**src/core/atacfg_pkg.sv**
```systemverilog
// constants and types shared by the drive init and transfer mode configuration block
package atacfg_pkg;

  // configuration byte addresses
  localparam logic [7:0] ADDR_RESET_METHOD = 8'h05;
  localparam logic [7:0] ADDR_UDMA_SEL = 8'h06;
  localparam logic [7:0] ADDR_DMA_PIO_SEL = 8'h07;

  // reset values (variable contents of the configuration store)
  localparam logic [7:0] RST_RESET_METHOD = 8'h07;
  localparam logic [7:0] RST_UDMA_SEL = 8'hd4;
  localparam logic [7:0] RST_DMA_PIO_SEL = 8'h07;

  // field positions
  localparam int BIT_SKIP_PIN_RESET = 0;
  localparam int BIT_SOFT_RESET_EN = 1;
  localparam int BIT_ATA_UDMA_EN = 7;
  localparam int BIT_ATAPI_UDMA_EN = 6;
  localparam int BIT_UDMA_MODE_LO = 2;
  localparam int BIT_UDMA_MODE_HI = 4;
  localparam int BIT_MWDMA_EN = 2;
  localparam int BIT_PIO_MODE3_EN = 0;
  localparam int BIT_PIO_MODE4_EN = 1;

  // timing of the hardware reset pulse on the drive pin
  localparam int CLK_FREQ_KHZ = 10000;
  localparam int HW_RESET_PULSE_US = 25;
  localparam int HW_RESET_CYCLES = (HW_RESET_PULSE_US * CLK_FREQ_KHZ + 999) / 1000;
  localparam int HW_RESET_CNT_W = 12;

  // transfer method chosen for the attached drive
  typedef enum logic [1:0] {
    ATACFG_XFER_PIO = 2'h0,
    ATACFG_XFER_MWDMA = 2'h1,
    ATACFG_XFER_UDMA = 2'h2
  } atacfg_xfer_t;

  // capabilities reported by the drive's identify data
  typedef struct packed {
    logic is_atapi;
    logic [2:0] udma_sup;  // [2]=mode 4, [1]=mode 3, [0]=mode 2
    logic mwdma_sup;
    logic [1:0] pio_sup;   // [1]=mode 4, [0]=mode 3
  } atacfg_caps_t;

  // negotiated transfer setting
  typedef struct packed {
    atacfg_xfer_t method;
    logic [2:0] mode;
  } atacfg_sel_t;

  localparam logic [2:0] PIO_MODE_BASE = 3'h0;
  localparam logic [2:0] MODE_HI = 3'h4;
  localparam logic [2:0] MODE_MID = 3'h3;
  localparam logic [2:0] MODE_LO = 3'h2;
  localparam logic [2:0] MWDMA_MODE = 3'h2;

endpackage

```
**src/core/atacfg_mode_pick.sv**
```systemverilog
// combinational choice of transfer method and mode from configuration and drive caps
`timescale 1ns/1ps
module atacfg_mode_pick
  import atacfg_pkg::*;
(
  // configuration bytes
  input wire logic [7:0] udma_sel,
  input wire logic [7:0] dma_pio_sel,
  // drive capabilities
  input wire atacfg_caps_t caps,
  // choice
  output atacfg_sel_t pick
);

  // highest of three enables; bit 2 weighs most
  function automatic logic [1:0] top3(input logic [2:0] v);
    if (v[2]) begin
      top3 = 2'h3;
    end else if (v[1]) begin
      top3 = 2'h2;
    end else if (v[0]) begin
      top3 = 2'h1;
    end else begin
      top3 = 2'h0;
    end
  endfunction

  logic udma_allowed;
  logic [2:0] udma_ok;
  logic [1:0] udma_top;
  logic [1:0] pio_top;

  // reserved bits 5,1,0 are ignored: only modes 2..4 exist
  assign udma_allowed = caps.is_atapi ? udma_sel[BIT_ATAPI_UDMA_EN]
                                      : udma_sel[BIT_ATA_UDMA_EN];
  assign udma_ok = udma_sel[BIT_UDMA_MODE_HI:BIT_UDMA_MODE_LO] & caps.udma_sup;
  assign udma_top = top3(udma_ok);
  // mode 0 sits below the two enables and is always permitted
  assign pio_top = top3({dma_pio_sel[BIT_PIO_MODE4_EN], dma_pio_sel[BIT_PIO_MODE3_EN], 1'b1}
                        & {caps.pio_sup, 1'b1});

  always_comb begin
    pick.method = ATACFG_XFER_PIO;
    pick.mode = PIO_MODE_BASE;
    if (udma_allowed && (udma_top != 2'h0)) begin
      pick.method = ATACFG_XFER_UDMA;
      case (udma_top)
        2'h3: pick.mode = MODE_HI;
        2'h2: pick.mode = MODE_MID;
        default: pick.mode = MODE_LO;
      endcase
    end else if (dma_pio_sel[BIT_MWDMA_EN] && caps.mwdma_sup) begin
      pick.method = ATACFG_XFER_MWDMA;
      pick.mode = MWDMA_MODE;
    end else begin
      case (pio_top)
        2'h3: pick.mode = MODE_HI;
        2'h2: pick.mode = MODE_MID;
        default: pick.mode = PIO_MODE_BASE;
      endcase
    end
  end

endmodule

```
**src/core/atacfg_top.sv**
```systemverilog
// drive init sequencing and transfer mode configuration from stored config bytes
//
// What this block does
// soft-reset bit set means issue drive software reset during init; clear skips it.
// configuration must never clear soft-reset while setting skip-pin-reset. The block does not check this and accepts such a write.
// skip-pin-reset set suppresses reset pin except after chip reset; clear always pulses.
// Udma_mode_select permits Ultra DMA with ATA drives at highest shared mode.
// ATAPI UDMA enable permits Ultra DMA with ATAPI drives.
// UDMA bits 4,3,2 enable modes 4,3,2; use highest one drive supports.
// configuration keeps reserved UDMA bits 5,1,0 and mode byte bits 7:3 zero.
// multiword DMA enable plus drive support selects multiword DMA; otherwise never.
// PIO bits enable mode 4 and mode 3 independently; use highest supported.
// PIO mode 0 is always allowed and is the fallback.
// prefer Ultra DMA, then multiword DMA, then highest permitted PIO mode.
`timescale 1ns/1ps
module atacfg_top
  import atacfg_pkg::*;
(
  // clock and reset
  input wire logic sys_clk,
  input wire logic rst,
  // configuration byte port, loaded from the configuration store
  input wire logic cfg_wr_en,
  input wire logic cfg_rd_en,
  input wire logic [7:0] cfg_addr,
  input wire logic [7:0] cfg_wr_data,
  output logic [7:0] cfg_rd_data,
  output logic cfg_rd_valid,
  // drive initialization control
  input wire logic init_req,
  input wire atacfg_caps_t drive_caps,
  input wire logic srst_done,
  output logic srst_req,
  output logic init_busy,
  output logic init_done,
  // drive pin
  output logic drive_hw_reset_pin_n,
  // negotiated transfer setting
  output atacfg_sel_t xfer_sel
);

  typedef enum logic [4:0] {
    ST_IDLE = 5'h01,
    ST_HWRST = 5'h02,
    ST_SRST = 5'h04,
    ST_SRST_WAIT = 5'h08,
    ST_SELECT = 5'h10
  } atacfg_state_t;

  localparam logic [HW_RESET_CNT_W-1:0] HW_RESET_LAST =
    HW_RESET_CNT_W'(HW_RESET_CYCLES - 1);

  atacfg_state_t state_q;
  atacfg_state_t state_d;
  logic [7:0] reset_method_q;
  logic [7:0] udma_sel_q;
  logic [7:0] dma_pio_sel_q;
  logic chip_reset_pending_q;
  logic [HW_RESET_CNT_W-1:0] pulse_cnt_q;
  atacfg_sel_t pick;
  logic want_pin_reset;
  logic [2:0] addr_hit;
  logic soft_reset_en;
  logic skip_pin_reset;

  // positions in the one-hot byte select
  localparam int HIT_RESET_METHOD = 0;
  localparam int HIT_UDMA_SEL = 1;
  localparam int HIT_DMA_PIO_SEL = 2;

  // which configuration byte an address selects; unmapped addresses select none
  function automatic logic [2:0] cfg_hit(input logic [7:0] addr);
    cfg_hit = 3'h0;
    if (addr == ADDR_RESET_METHOD) begin
      cfg_hit[HIT_RESET_METHOD] = 1'b1;
    end else if (addr == ADDR_UDMA_SEL) begin
      cfg_hit[HIT_UDMA_SEL] = 1'b1;
    end else if (addr == ADDR_DMA_PIO_SEL) begin
      cfg_hit[HIT_DMA_PIO_SEL] = 1'b1;
    end
  endfunction

  // write and read share one decode so the two maps cannot drift apart
  assign addr_hit = cfg_hit(cfg_addr);

  // only the two low bits act; the rest of the byte is stored for read back
  assign soft_reset_en = reset_method_q[BIT_SOFT_RESET_EN];
  assign skip_pin_reset = reset_method_q[BIT_SKIP_PIN_RESET];

  // configuration bytes; reserved bits are kept as written and ignored by the logic
  always_ff @(posedge sys_clk) begin
    if (rst) begin
      reset_method_q <= RST_RESET_METHOD;
      udma_sel_q <= RST_UDMA_SEL;
      dma_pio_sel_q <= RST_DMA_PIO_SEL;
    end else if (cfg_wr_en) begin
      if (addr_hit[HIT_RESET_METHOD]) begin
        reset_method_q <= cfg_wr_data;
      end else if (addr_hit[HIT_UDMA_SEL]) begin
        udma_sel_q <= cfg_wr_data;
      end else if (addr_hit[HIT_DMA_PIO_SEL]) begin
        dma_pio_sel_q <= cfg_wr_data;
      end
    end
  end

  // read back; unmapped addresses answer zero
  always_ff @(posedge sys_clk) begin
    if (rst) begin
      cfg_rd_data <= 8'h00;
      cfg_rd_valid <= 1'b0;
    end else begin
      cfg_rd_valid <= cfg_rd_en;
      if (cfg_rd_en) begin
        if (addr_hit[HIT_RESET_METHOD]) begin
          cfg_rd_data <= reset_method_q;
        end else if (addr_hit[HIT_UDMA_SEL]) begin
          cfg_rd_data <= udma_sel_q;
        end else if (addr_hit[HIT_DMA_PIO_SEL]) begin
          cfg_rd_data <= dma_pio_sel_q;
        end else begin
          cfg_rd_data <= 8'h00;
        end
      end
    end
  end

  atacfg_mode_pick u_pick (
    .udma_sel(udma_sel_q),
    .dma_pio_sel(dma_pio_sel_q),
    .caps(drive_caps),
    .pick(pick)
  );

  // the first init after chip reset always pulses the pin, whatever skip says
  assign want_pin_reset = chip_reset_pending_q
                          || !skip_pin_reset;

  // a bad config with both methods off leaves every init after the first following chip reset with no drive reset; not guarded here
  always_comb begin
    state_d = state_q;
    case (state_q)
      ST_IDLE: begin
        if (init_req) begin
          if (want_pin_reset) begin
            state_d = ST_HWRST;
          end else if (soft_reset_en) begin
            state_d = ST_SRST;
          end else begin
            state_d = ST_SELECT;
          end
        end
      end
      ST_HWRST: begin
        if (pulse_cnt_q == HW_RESET_LAST) begin
          state_d = soft_reset_en ? ST_SRST : ST_SELECT;
        end
      end
      ST_SRST: state_d = ST_SRST_WAIT;
      // no timeout: a drive that never finishes its soft reset keeps the block busy
      ST_SRST_WAIT: begin
        if (srst_done) begin
          state_d = ST_SELECT;
        end
      end
      ST_SELECT: state_d = ST_IDLE;
      default: state_d = ST_IDLE;
    endcase
  end

  always_ff @(posedge sys_clk) begin
    if (rst) begin
      state_q <= ST_IDLE;
    end else begin
      state_q <= state_d;
    end
  end

  // pulse width counter and pin; pin is held low through chip reset itself
  always_ff @(posedge sys_clk) begin
    if (rst) begin
      pulse_cnt_q <= '0;
      drive_hw_reset_pin_n <= 1'b0;
    end else begin
      drive_hw_reset_pin_n <= (state_d != ST_HWRST);
      if (state_q == ST_HWRST) begin
        pulse_cnt_q <= pulse_cnt_q + 1'b1;
      end else begin
        pulse_cnt_q <= '0;
      end
    end
  end

  // set by chip reset and cleared in the first cycle of the pin pulse, so skip spares later inits only
  always_ff @(posedge sys_clk) begin
    if (rst) begin
      chip_reset_pending_q <= 1'b1;
    end else if (state_q == ST_HWRST) begin
      chip_reset_pending_q <= 1'b0;
    end
  end

  // handshake outputs to the ATA engine
  always_ff @(posedge sys_clk) begin
    if (rst) begin
      srst_req <= 1'b0;
      init_done <= 1'b0;
    end else begin
      srst_req <= (state_d == ST_SRST);
      init_done <= (state_q == ST_SELECT);
    end
  end

  // combinational: busy drops in the very cycle init_done pulses
  assign init_busy = (state_q != ST_IDLE);

  // the setting is latched once per init so it cannot shift under a running transfer
  always_ff @(posedge sys_clk) begin
    if (rst) begin
      xfer_sel <= '{method: ATACFG_XFER_PIO, mode: PIO_MODE_BASE};
    end else if (state_q == ST_SELECT) begin
      xfer_sel <= pick;
    end
  end

endmodule

```
**config.mk**
```make
export PLATFORM = sky130hd
export DESIGN_NAME = atacfg_top
export DESIGN_NICKNAME = d
export VERILOG_FILES = /design/src/core/atacfg_pkg.sv /design/src/core/atacfg_mode_pick.sv /design/src/core/atacfg_top.sv
export SDC_FILE = /design/constraint.sdc
export NUM_CORES = 1
export LEC_CHECK = 0
export BUFFER_PORTS_ARGS = -buffer_cell sky130_fd_sc_hd__buf_4
export CAP_MARGIN = 20
export CORE_ASPECT_RATIO = 1.1
export CORE_MARGIN = 8
export CORE_UTILIZATION = 30
export CTS_CLUSTER_SIZE = 24
export DETAILED_ROUTE_END_ITERATION = 16
export PLACE_DENSITY = 0.52
export SYNTH_ARGS = -nofsm -noshare
export SYNTH_HDL_FRONTEND = slang
export SYNTH_SLANG_ARGS = --single-unit
```
**constraint.sdc**
```tcl
create_clock -name sys_clk -period 4.65 [get_ports sys_clk]
set_input_delay 0.6975 -clock sys_clk [delete_from_list [all_inputs] [get_ports sys_clk]]
set_output_delay 0.6975 -clock sys_clk [all_outputs]
set_load 0.02 [all_outputs]
```
; ---- Yosys cells after proc, flatten, opt, wreduce, memory -nomap -nowiden
; Cells that the tools add are included.
; Widths: inputs -> output; s select.
[totals]
regBits = 59
inputBits = 29
out_inout_bits = 18
elab_cells = 70
[classes]
n_addsub = 1
n_eq_ne = 16
mux = 26
bitwise_logic = 5
n_reduce_logical = 9
[op_table]
columns = op, n
row1 = $mux 5, 6
row2 = $eq 8x3->1 const B, 3
row3 = $mux 8, 3
row4 = $pmux 5 s4, 1
row5 = $add 12x1->12 const B, 1
row6 = $eq 12x8->1 const B, 1
row7 = $pmux 3 s2, 2
row8 = $eq 5x3->1 const B, 2
row9 = $mux 2, 5
row10 = $eq 2x2->1 const B, 4
row11 = $mux 1, 8
row12 = $and 3x3->3, 2
row13 = $eq 5x1->1 const B, 1
row14 = $eq 5x2->1 const B, 1
row15 = $eq 5x4->1 const B, 1
row16 = $eq 5x5->1 const B, 1
row17 = $ne 5x1->1 const B, 1
row18 = $ne 5x2->1 const B, 1
row19 = $reduce_and 4->1, 1
row20 = $mux 3, 1
row21 = $not 1->1, 3
row22 = $reduce_and 3->1, 1
row23 = $logic_and 1x1->1, 2
row24 = $reduce_and 2->1, 1
row25 = other kinds (4), 4

; ---- Longest topological paths before layout
; Gate-level depths: netlist (run 1).
[logic_depth]
depth_word = 8
depth_mapped = 6
mapped_depth_nobuf = 6

; ---- By module
; From an unflattened synthesis (run 1), not the netlist that was laid out.
[unflattened]
hier_cells = 279
hier_area_um2 = 2628.8
[modules_own_cells]
columns = module, n_inst, cells_per_inst, area_each_um2, seq_area_each_um2
row1 = atacfg_top, 1, 265, 2534.9, 1181.1
row2 = atacfg_mode_pick, 1, 14, 93.8, 0.0

; ---- Worst setup path after synthesis (run 1)
; No wires, ideal clock.
[synth_timing]
path_type = in2reg
from = in cfg_addr[3]
to = reg udma_sel_q[7]
setup_time_ns = 0.120
t_arrival_ns = 1.943
required_time_ns = 4.530
path_slack_ns = 2.587
stages = 5
path_buffers = 1
cell_sequence = nor4b_1 and4_1 buf_2 nor2b_1 a211o_1
[synth_via]
elab_chain_len = 4
word_cells_on_any_way = 7
classes_between = eq/ne (2) / mux (3) / bitwise (1) / reduce/logical (1)
[synth_rtl]
columns = item, line_no
row1 = "start, declared", atacfg_top.sv:25  ; input wire logic [7:0] cfg_addr,
row2 = "$eq 8x3->1, on equally long branches", "atacfg_top.sv:76, atacfg_top.sv:74"
row3 = "$mux 1, on equally long branches", "atacfg_top.sv:76, atacfg_top.sv:74"
row4 = $mux 2 / $not 1->1 (equally long branches), --
row5 = $reduce_and 3->1 (no line) *, --
row6 = "end signal, assigned", atacfg_top.sv:100  ; udma_sel_q <= cfg_wr_data;
row7 = "end, declared", atacfg_top.sv:56  ; logic [7:0] udma_sel_q;
; Every way passes the cells marked *; elsewhere a longest branch is shown, timed or not.
; A chain may end at the register's enable or synchronous reset.

; ---- Worst setup path in the final report (run 1)
[layout_timing]
from = in cfg_addr[3]
to = reg reset_method_q[0]
[layout_via]
elab_chain_len = 3
[layout_rtl]
columns = item, line_no
row1 = $eq 8x3->1, atacfg_top.sv:74  ; if (addr == ADDR_RESET_METHOD) begin
row2 = $mux 1, atacfg_top.sv:74
row3 = $reduce_and 2->1 (no line), --
row4 = "end signal, assigned", atacfg_top.sv:98  ; reset_method_q <= cfg_wr_data;
row5 = "end, declared", atacfg_top.sv:55  ; logic [7:0] reset_method_q;
; No other way between the ends.

==> results.md, run 1 <==
- Commonest non-fill, non-tap cell in the layout: dfxtp_1
- CTS tree: yes
- PwrDens: 344 nW/um^2
- Setup TNS: 0 ns
- Hold Fails Final Rpt: 0
- Area delta synth->final: 23.9%
- Ys Warns: 0
- Routed wire length: 6340 um
- Initial antenna violation count: 0
- Post-CTS Setup Repair Bufs: 0
- Placeable core region: 8410 um^2
- Req. time, crit path: between 4 and 5 ns
- Combinational Power Share: under 10%
- Final min period: 2.44 ns
- Async S/R FF share, synth: 0%
- WL/cell: approximately 14 um
- VDD IR-drop max: approximately 110 uV
- Hold crit path type: flip-flop to flip-flop
- Worst path bufs/invs: 1
- Leakage: 0.00130 uW
- Most frequent cells in the layout: dfxtp_1 (59), nor2_1 (48), buf_4 (46)
- Cell area after synthesis: 2610 um^2
- Die ar.: approximately 12000 um^2
- Worst-Margin Slew: 0.737 ns
- Startpoint types: input pin
- Largest net degree at the start of global routing: 44
- Syn_nets: 315
- Max Cap Violations: 0
- Switching portion of total power: 22.8%
- CP max stage cell: nand4_1
- Kind of end point of the critical path: flip-flop
- Vias/cell: between 4 and 5
- Synth top area share: 45.2%
- Post-layout nets: 355
- Seq/Total Area, Yosys: a little under half
- Post-cts resize count: 0
- Gr usage total: approximately a tenth
- Clock tree buffer depth: 2
- Worst-path clk slew: 0.07 ns
- Slowest stage delay, CP: 0.72 ns
- Post-synth EDFFs: 0
- Initial Utilization: a little under a third
- Root Driver: clkbuf_8
- Family with the most delay on the worst path: simple AND/OR/NAND/NOR gates
- H-tree lvl count: 3
- Syn Area/Cell: about 9.2 um^2
- Clock Skew: 0.00982 ns
- Critical path class: input pin to flip-flop
- Die width: 105 um
- Final Slew Violations: 0
- Main flop type after synthesis: dfxtp_1
- Power share of the sequential group: 46.3%
- Netlist cell types: 45
- Die H: 114 um
- #FFs+latches synth: 59
- Cells after Synth: 284
- Vias in the first global route: 2013
- First-pass GRT wire length: 10200 um
- CP max FO: 11
- Leading area contributor after synthesis: dfxtp_1
- Grt total ovfl: 0
- R2r setup slk: roughly 2.9 ns
- Inserted Diodes: 0
- FP Rows: 35
- 1st-iter DRT viols: 78
- RSZ-0062 raised after global routing: false
- Total power: around 1100 uW
- Clock power share: 46.3%
- DP HPWL: 4550 um
- Worst-path cell chain: buf_4 > nor4b_1 > nand4_1 > a211o_1
- Final setup viols: 0
- Io pins: 47
- Crit path DAT: 2.66 ns
- Total number of vias: 2079
- Psw: ~250 uW
- Number of iterations in the first detailed-routing pass: 4
- Slew Limit Headroom: between 50 and 60%
- Synth area leaders: dfxtp_1 (45%), nor2_1 (6.9%), mux2i_1 (6.1%)
- Share of cells above drive strength 1: 22.9%
- Clk_lat worst skew: around 0.34 ns
- DRC: 0
- Cts hold-fix bufs: 0
- Clk sinks: 59
- FMAX: 410 MHz
- Outcome: completed
- Hold Slack: 0.465 ns
- DRT antenna net count: 0
- CTS buffer count: 9
- Internal: 861 uW
- Period utilisation layout: 52.4%
- Port buffer count: between 40 and 50
- Global placement routability congestion: a little over 0.7
==> routing by layer <==
metal	wire, um	global-route usage (%)	part of all wire, %	up-vias
li1	-	-	-	1074
met1	3200	14.0	50	951
met2	2770	15.4	44	43
met3	222	2.37	3.5	11
met4	148	6.57	2.3	0
met5	0	0	0	-
==> cell families (layout without fill, tap and decap cells) <==
| family | Yosys count | after routing | share of synthesized area, % |
|---|---|---|---|
| muxes | 25 | 25 | 10.0 |
| buffers and inverters | 25 | 69 | 4.02 |
| DFF | 59 | 59 | 45.2 |
| and+or+nand+nor | 121 | 121 | 24.1 |
| AOI/OAI and AO/OA | 41 | 41 | 12.1 |
| xor gates and xnor gates | 11 | 11 | 3.69 |
| adders and majority gates | 2 | 2 | 0.957 |
==> metrics by stage <==
| stage | cells | setup WS [ns] | util (%) | cell area, um^2 |
|---|---|---|---|---|
| 6_report | 439 | 2.21 | 38.5 | 3240 |
| 5_1_grt | 439 | 2.12 | 38.5 | 3240 |
| 4_1_cts | 439 | 2.24 | 38.5 | 3240 |
| 3_5_place_dp | 424 | 1.89 | 36.0 | 3020 |
| 3_3_place_gp | 424 | 1.87 | 36.0 | 3020 |
| 2_1_floorplan | 284 | 2.59 | - | 2610 |
==> Yosys cell counts, drive strengths merged (2+ instances only) <==
cell	n
a22o	8
xor2	5
and4	2
nor3b	4
inv	8
a211oi	2
mux2	9
ha	2
dfxtp	59
nand2	8
nand2b	10
nor2b	8
or3	2
a211o	10
mux2i	16
nand3	14
clkbuf	13
buf	4
a21oi	10
and3	6
nor4b	3
a21o	3
xnor2	6
nand4	7
nor3	3
nor2	48
==> sequential cells by signal, summed over array words and instances, names as in the netlist, 5 cells and up <==
signal          cells
cfg_rd_data         8
dma_pio_sel_q       8
pulse_cnt_q        12
reset_method_q      8
state_q             5
udma_sel_q          8
xfer_sel            5
==> power groups by stage <==
stage / Combinational (uW) / Clock, uW / Sequential (uW)
6_report: 83.0 / 516 / 516
4_1_cts: 84.0 / 530 / 516
2_1_floorplan: 44.5 / 0 / 528
5_1_grt: 90.6 / 551 / 516
3_3_place_gp: 83.8 / 0 / 527
3_5_place_dp: 83.5 / 0 / 527
==> final timing paths <==
kind | depth (start not counted) | to | startpoint
max | 4 | reset_method_q[0]$_SDFFE_PP1P_ | cfg_addr[3]
min | 2 | xfer_sel[1]$_SDFFE_PP0P_ | xfer_sel[1]$_SDFFE_PP0P_
max reg2reg | 4 | xfer_sel[1]$_SDFFE_PP0P_ | state_q[1]$_SDFF_PP0_
min reg2reg | 2 | xfer_sel[1]$_SDFFE_PP0P_ | xfer_sel[1]$_SDFFE_PP0P_
==> worst register-to-register path, cell delays in order (launching register included) <==
cell and delay (ns):
dfxtp_1 0.37, or3_4 0.42, or3b_1 0.45, a311o_1 0.32
a21oi_2 0.13
==> layout make-up <==
| class | count | area [um^2] |
|---|---|---|
| Timing Repair Buffer | 46 | 345 |
| Fill cell | 886 | 5170 |
| Tap cell | 111 | 139 |
| Clock inverter | 5 | 77.6 |
| Inverter | 8 | 30.0 |
| Sequential cell | 59 | 1180 |
| Clock buffer | 10 | 138 |
| Multi-Input combinational cell | 200 | 1330 |
Note: power is estimated with default switching activity, not from simulation.
==> inputs of run 2 (changes only) <==
--- a/config.mk
+++ b/config.mk
@@ -12,7 +12,7 @@
 export CORE_UTILIZATION = 30
 export CTS_CLUSTER_SIZE = 24
 export DETAILED_ROUTE_END_ITERATION = 16
-export PLACE_DENSITY = 0.52
+export PLACE_DENSITY = 0.54
 export SYNTH_ARGS = -nofsm -noshare
 export SYNTH_HDL_FRONTEND = slang
 export SYNTH_SLANG_ARGS = --single-unit
==> constraint.sdc (replaced) <==
create_clock -name sys_clk -period 2.1 [get_ports sys_clk]
set_input_delay 0.315 -clock sys_clk [delete_from_list [all_inputs] [get_ports sys_clk]]
set_output_delay 0.315 -clock sys_clk [all_outputs]
set_load 0.02 [all_outputs]
==> run 2 against run 1 <==
Core utilization up 0.49 points; power up 120%; non-clock buffer count up 4; design area up 1.3%; flip-flop and latch count unchanged; first-iteration DRC count down 17%.
==> results.md, run 2 (synthesis gave the netlist of run 1 again) <==
- Period utilisation layout: 83.5%
- FMAX: 570 MHz
- DRT antenna net count: 0
- Worst-path clk slew: 0.07 ns
- Final WS setup: 0.346 ns
- Startpoint types: flip-flop
- Switching portion of total power: around 22%
- Slowest stage delay, CP: 0.46 ns
- Die ar.: 12000 um^2
- DRC: 0
- Clk_lat worst skew: 0.33 ns
- Io pins: 47
- Leakage: 0.00133 uW
- Vias/cell: 4.79
- Placed cells: 428
- Cts hold-fix bufs: 0
- Global placement routability congestion: 0.729
- Gr usage total: roughly a tenth
- Vias in the first global route: around 2100
- Grt total ovfl: 0
- CP max FO: 7
- Inserted Diodes: 0
- VDD IR-drop max: 315 uV
- H-tree lvl count: 3
- Initial antenna violation count: 0
- Power share of the sequential group: 45.7%
- Crit path DAT: 2.02 ns
- Worst-path cell chain: or3_4 > or3b_1 > a311o_1 > a21oi_2
- Commonest non-fill, non-tap cell in the layout: dfxtp_1
- Setup TNS: 0 ns
- Clock tree buffer depth: 2
- Area delta synth->final: 25.5%
- Combinational Power Share: 7.4%
- Placeable core region: 8410 um^2
- RSZ-0062 raised after global routing: false
- DP HPWL: 4410 um
- Worst-Margin Slew: roughly 0.53 ns
- Final Non-Filler Cells: 444
- Clk sinks: roughly 60
- Slew Limit Headroom: 64.1%
- Clock Skew: slightly below 0.01 ns
- CP max stage cell: or3b_1
- Number of iterations in the first detailed-routing pass: 4
- Die width: 105 um
- PwrDens: 761 nW/um^2
- FP Rows: 35
- Die H: 114 um
- Internal: 1940 uW
- Share of cells above drive strength 1: 24.0%
- Critical path class: flip-flop to flip-flop
- Routed wire length: 6060 um
- Final Slew Violations: 0
- Req. time, crit path: 2.37 ns
- Clock power share: 46.9%
- Final setup viols: 0
- 1st-iter DRT viols: 65
- Max Cap Violations: 0
- Post-layout nets: 359
- Hold Fails Final Rpt: 0
- Hold crit path type: input pin to flip-flop
- CTS buffer count: 9
- WL/cell: 13.6 um
- Outcome: completed
- Finished Core Util: between 30% and 40%
- Root Driver: clkbuf_8
- Initial Utilization: between 30% and 40%
- Pre-CTS setup slack: 0.253 ns
- Largest net degree at the start of global routing: 44
- Final min period: 1.75 ns
- Most frequent cells in the layout: dfxtp_1 (59), buf_4 (50), nor2_1 (48)
- Multi-input logic area: roughly 1300 um^2
- CTS tree: yes
- Reg area: 1180 um^2
- Largest Register: pulse_cnt_q
- Fillers: roughly 910
- Port buffer count: 46
- Kind of end point of the critical path: flip-flop
- First-pass GRT wire length: 9960 um
- Number of flip-flops in the largest register: 12
- Psw: 552 uW
- Post-cts resize count: 0
- Total number of vias: approximately 2100
- Post-CTS Setup Repair Bufs: 0
==> run 2: cell count changes in the layout (fill, tap and decap cells not counted), sizes merged <==
| cell | delta |
|---|---|
| buf | +4 |
| clkbuf | +1 |
| clkinv | +1 |
| clkinvlp | -1 |
==> run 2: final cells by class <==
class                           count  area share (%)
Multi-Input combinational cell    200            40.5
Sequential cell                    59            36.0
Timing Repair Buffer               50            11.4
Clock buffer                       11            4.62
Tap cell                          111            4.24
Clock inverter                      5            2.29
Inverter                            8           0.916
==> run 2: per-layer routing <==
layer | global-route usage (%) | share of wire, %
met1 | 12.5 | 47
met2 | 16.3 | 47
met3 | 2.88 | 4.3
met4 | 5.71 | 2.0
met5 | 0 | 0
==> run 2: power by group through the flow <==
stage	registers, uW	clock network, uW	logic, uW
detailed placement	1170	0	186
CTS	1140	1200	187
finish	1140	1170	184
global placement	1170	0	187
global route	1140	1250	201
floorplan	1170	0	98.6
==> run 2: worst paths after layout <==
check / from / cells after the start / slack [ns] / to
hold / removal: cfg_wr_data[2] / 2 / 0.21 / udma_sel_q[2]$_SDFFE_PP1P_
setup / recovery: state_q[1]$_SDFF_PP0_ / 4 / 0.35 / xfer_sel[1]$_SDFFE_PP0P_
setup reg to reg: state_q[1]$_SDFF_PP0_ / 4 / 0.35 / xfer_sel[1]$_SDFFE_PP0P_
hold reg to reg: chip_reset_pending_q$_SDFFE_PP1P_ / 1 / 0.45 / chip_reset_pending_q$_SDFFE_PP1P_
==> run 2: worst max-delay path, delay by kind of cell, from the launching register on <==
kind / cells / cell delay (ns)
AO/OA/AOI/OAI: 2 / 0.44
flip-flops: 1 / 0.37
AND/OR/NAND/NOR: 2 / 0.88
==> run 2: per-stage QoR <==
stage          area, um^2  power, uW  hold slack (ns)
3_5_place_dp         3050       1350            0.438
3_3_place_gp         3050       1350            0.426
5_1_grt              3280       2600            0.202
4_1_cts              3280       2530            0.197
2_1_floorplan        2610       1270            0.418
6_report             3280       2500            0.209
==> inputs of run 3 (changes only) <==
==> constraint.sdc (replaced) <==
create_clock -name sys_clk -period 1.4 [get_ports sys_clk]
set_input_delay 0.21 -clock sys_clk [delete_from_list [all_inputs] [get_ports sys_clk]]
set_output_delay 0.21 -clock sys_clk [all_outputs]
set_load 0.02 [all_outputs]
==> run 3 against run 2 <==
The run now ends with setup timing left; hold slack worse by 0.12 ns; routed wire length grew 11%; critical path depth unchanged; global-route usage increased by 0.56 points; power grew 46%; die area unchanged; clock skew increased by 0.0061 ns; non-clock buffer count rose by 27; via count up 4.8%; register-to-register slack got worse by 0.56 ns; maximum frequency up 8.7%; largest power group is now sequential cells.
==> results.md, run 3 (synthesis gave the netlist of run 1 again) <==
- Outcome: finished, violations left
- Failing checks: setup timing
- Commonest non-fill, non-tap cell in the layout: buf_4
- Final min period: 1.61 ns
- FP Rows: 35
- Final Slew Violations: 0
- Design Area, Final: between 3000 and 4000 um^2
- Clk_lat worst skew: roughly 0.33 ns
- DRC: 0
- Total number of vias: 2231
- Crit path DAT: between 1.5 and 2 ns
- Slowest stage delay, CP: 0.41 ns
- Inserted Diodes: 0
- Share of cells above drive strength 1: 36.9%
- Clk sinks: 59
- WL/cell: 14.3 um
- Setup TNS: -1.35 ns
- Family with the most delay on the worst path: simple AND/OR/NAND/NOR gates
- First-pass GRT wire length: around 10000 um
- Hold crit path type: input pin to flip-flop
- Clock Skew: 0.0158 ns
- Startpoint types: flip-flop
- Routed wire length: about 6700 um
- CTS buffer count: 9
- Leakage: 0.00148 uW
- Grt total ovfl: 0
- Area after DPL: 3220 um^2
- Placeable core region: 8410 um^2
- Die width: 105 um
- CTS tree: yes
- Req. time, crit path: 1.66 ns
- VDD IR-drop max: 595 uV
- Gr usage total: 10.9%
- Post-layout nets: 386
- Final WS setup: -0.214 ns
- H-tree lvl count: 3
- Worst-path clk slew: 0.07 ns
- Die H: 114 um
- DRT antenna net count: 0
- Worst path bufs/invs: 0
- RSZ-0062 raised after global routing: true
- Largest Register: pulse_cnt_q
- Worst-Margin Slew: between 0.3 and 0.4 ns
- CP max FO: 5
- Period utilisation layout: 115%
- Largest net degree at the start of global routing: 35
- Root Driver: clkbuf_8
- Fillers: 860
- Number of iterations in the first detailed-routing pass: 4
- Area delta synth->final: 38.2%
- Initial Utilization: 31.1%
- FMAX: 619 MHz
- DP HPWL: 4800 um
- Initial antenna violation count: 0
- Io pins: 47
- Max Cap Violations: 0
- Hold Fails Final Rpt: 0
- Most frequent cells in the layout: buf_4 (72), dfxtp_1 (54), nor2_1 (45)
- Port buffer count: 46
- Vias/cell: roughly 4.7
- Hold Slack: 0.0926 ns
- Clock tree buffer depth: 2
- Number of flip-flops in the largest register: 12
- 1st-iter DRT viols: 150
- Slew Limit Headroom: 75.1%
- Vias in the first global route: 2202
- Worst-path cell chain: or3_4 > or3b_4 > a311o_1 > a21oi_2
- Global placement routability congestion: between 0.7 and 0.8
- PwrDens: 1010 nW/um^2
- Die ar.: 12000 um^2
- Critical path class: flip-flop to flip-flop
- Kind of end point of the critical path: flip-flop
- CP max stage cell: or3b_4
- Final setup viols: 13
==> run 3: report_power, final <==
| part | total, uW | leakage (uW) | switching [uW] | internal (uW) |
|---|---|---|---|---|
| Sequential | 1710 | 0.000479 | 9.56 | 1700 |
| Combinational | 417 | 0.000907 | 200 | 217 |
| Clock | 1530 | 0.0000991 | 671 | 862 |
==> run 3: cell type report <==
type,instances,area (um^2),share of cell area [%]
multi-input cells,200,1460,40.5
flip-flops and latches,59,1190,33.0
repair buffers,77,597,16.5
clock buffers,11,141,3.92
well taps,111,139,3.85
clock inverters,5,52.6,1.46
inverters,8,30.0,0.832
==> run 3: worst paths after layout <==
| path | start | to | slack, ns | cells after the start |
|---|---|---|---|---|
| max | state_q[0]$_SDFF_PP1_ | xfer_sel[1]$_SDFFE_PP0P_ | -0.21 | 4 |
| min | cfg_wr_data[2] | udma_sel_q[2]$_SDFFE_PP1P_ | 0.09 | 2 |
| max reg2reg | state_q[0]$_SDFF_PP1_ | xfer_sel[1]$_SDFFE_PP0P_ | -0.21 | 4 |
| min reg2reg | chip_reset_pending_q$_SDFFE_PP1P_ | chip_reset_pending_q$_SDFFE_PP1P_ | 0.45 | 1 |
==> run 3: repair_timing <==
| action | 4_1_cts | 5_1_grt |
|---|---|---|
| gates resized for setup | 21 | 15 |
| setup endpoints to repair | 13 | 25 |
| buffers inserted | 3 | 3 |
| hold buffers | 0 | 0 |
| pin swaps | 7 | 13 |
| endpoints found under the hold margin | 0 | 0 |
==> run 3: through the flow <==
step / power, uW / std cells / setup WS, ns / utilization (%)
floorplan: 1910 / 284 / -0.254 / -
global placement: 2070 / 449 / -0.203 / 38.3
detailed placement: 2070 / 449 / -0.238 / 38.3
CTS: 3670 / 468 / -0.225 / 41.9
global route: 3820 / 471 / -0.267 / 42.9
finish: 3650 / 471 / -0.214 / 42.9
==> run 3: routing by layer <==
| layer | vias to the layer above | global-route usage [%] | routed length, um |
|---|---|---|---|
| met4 | 0 | 4.29 | 93 |
| met2 | 45 | 18.6 | 3240 |
| li1 | 1139 | - | - |
| met1 | 1040 | 12.1 | 3060 |
| met5 | - | 0 | 0 |
| met3 | 7 | 4.00 | 327 |
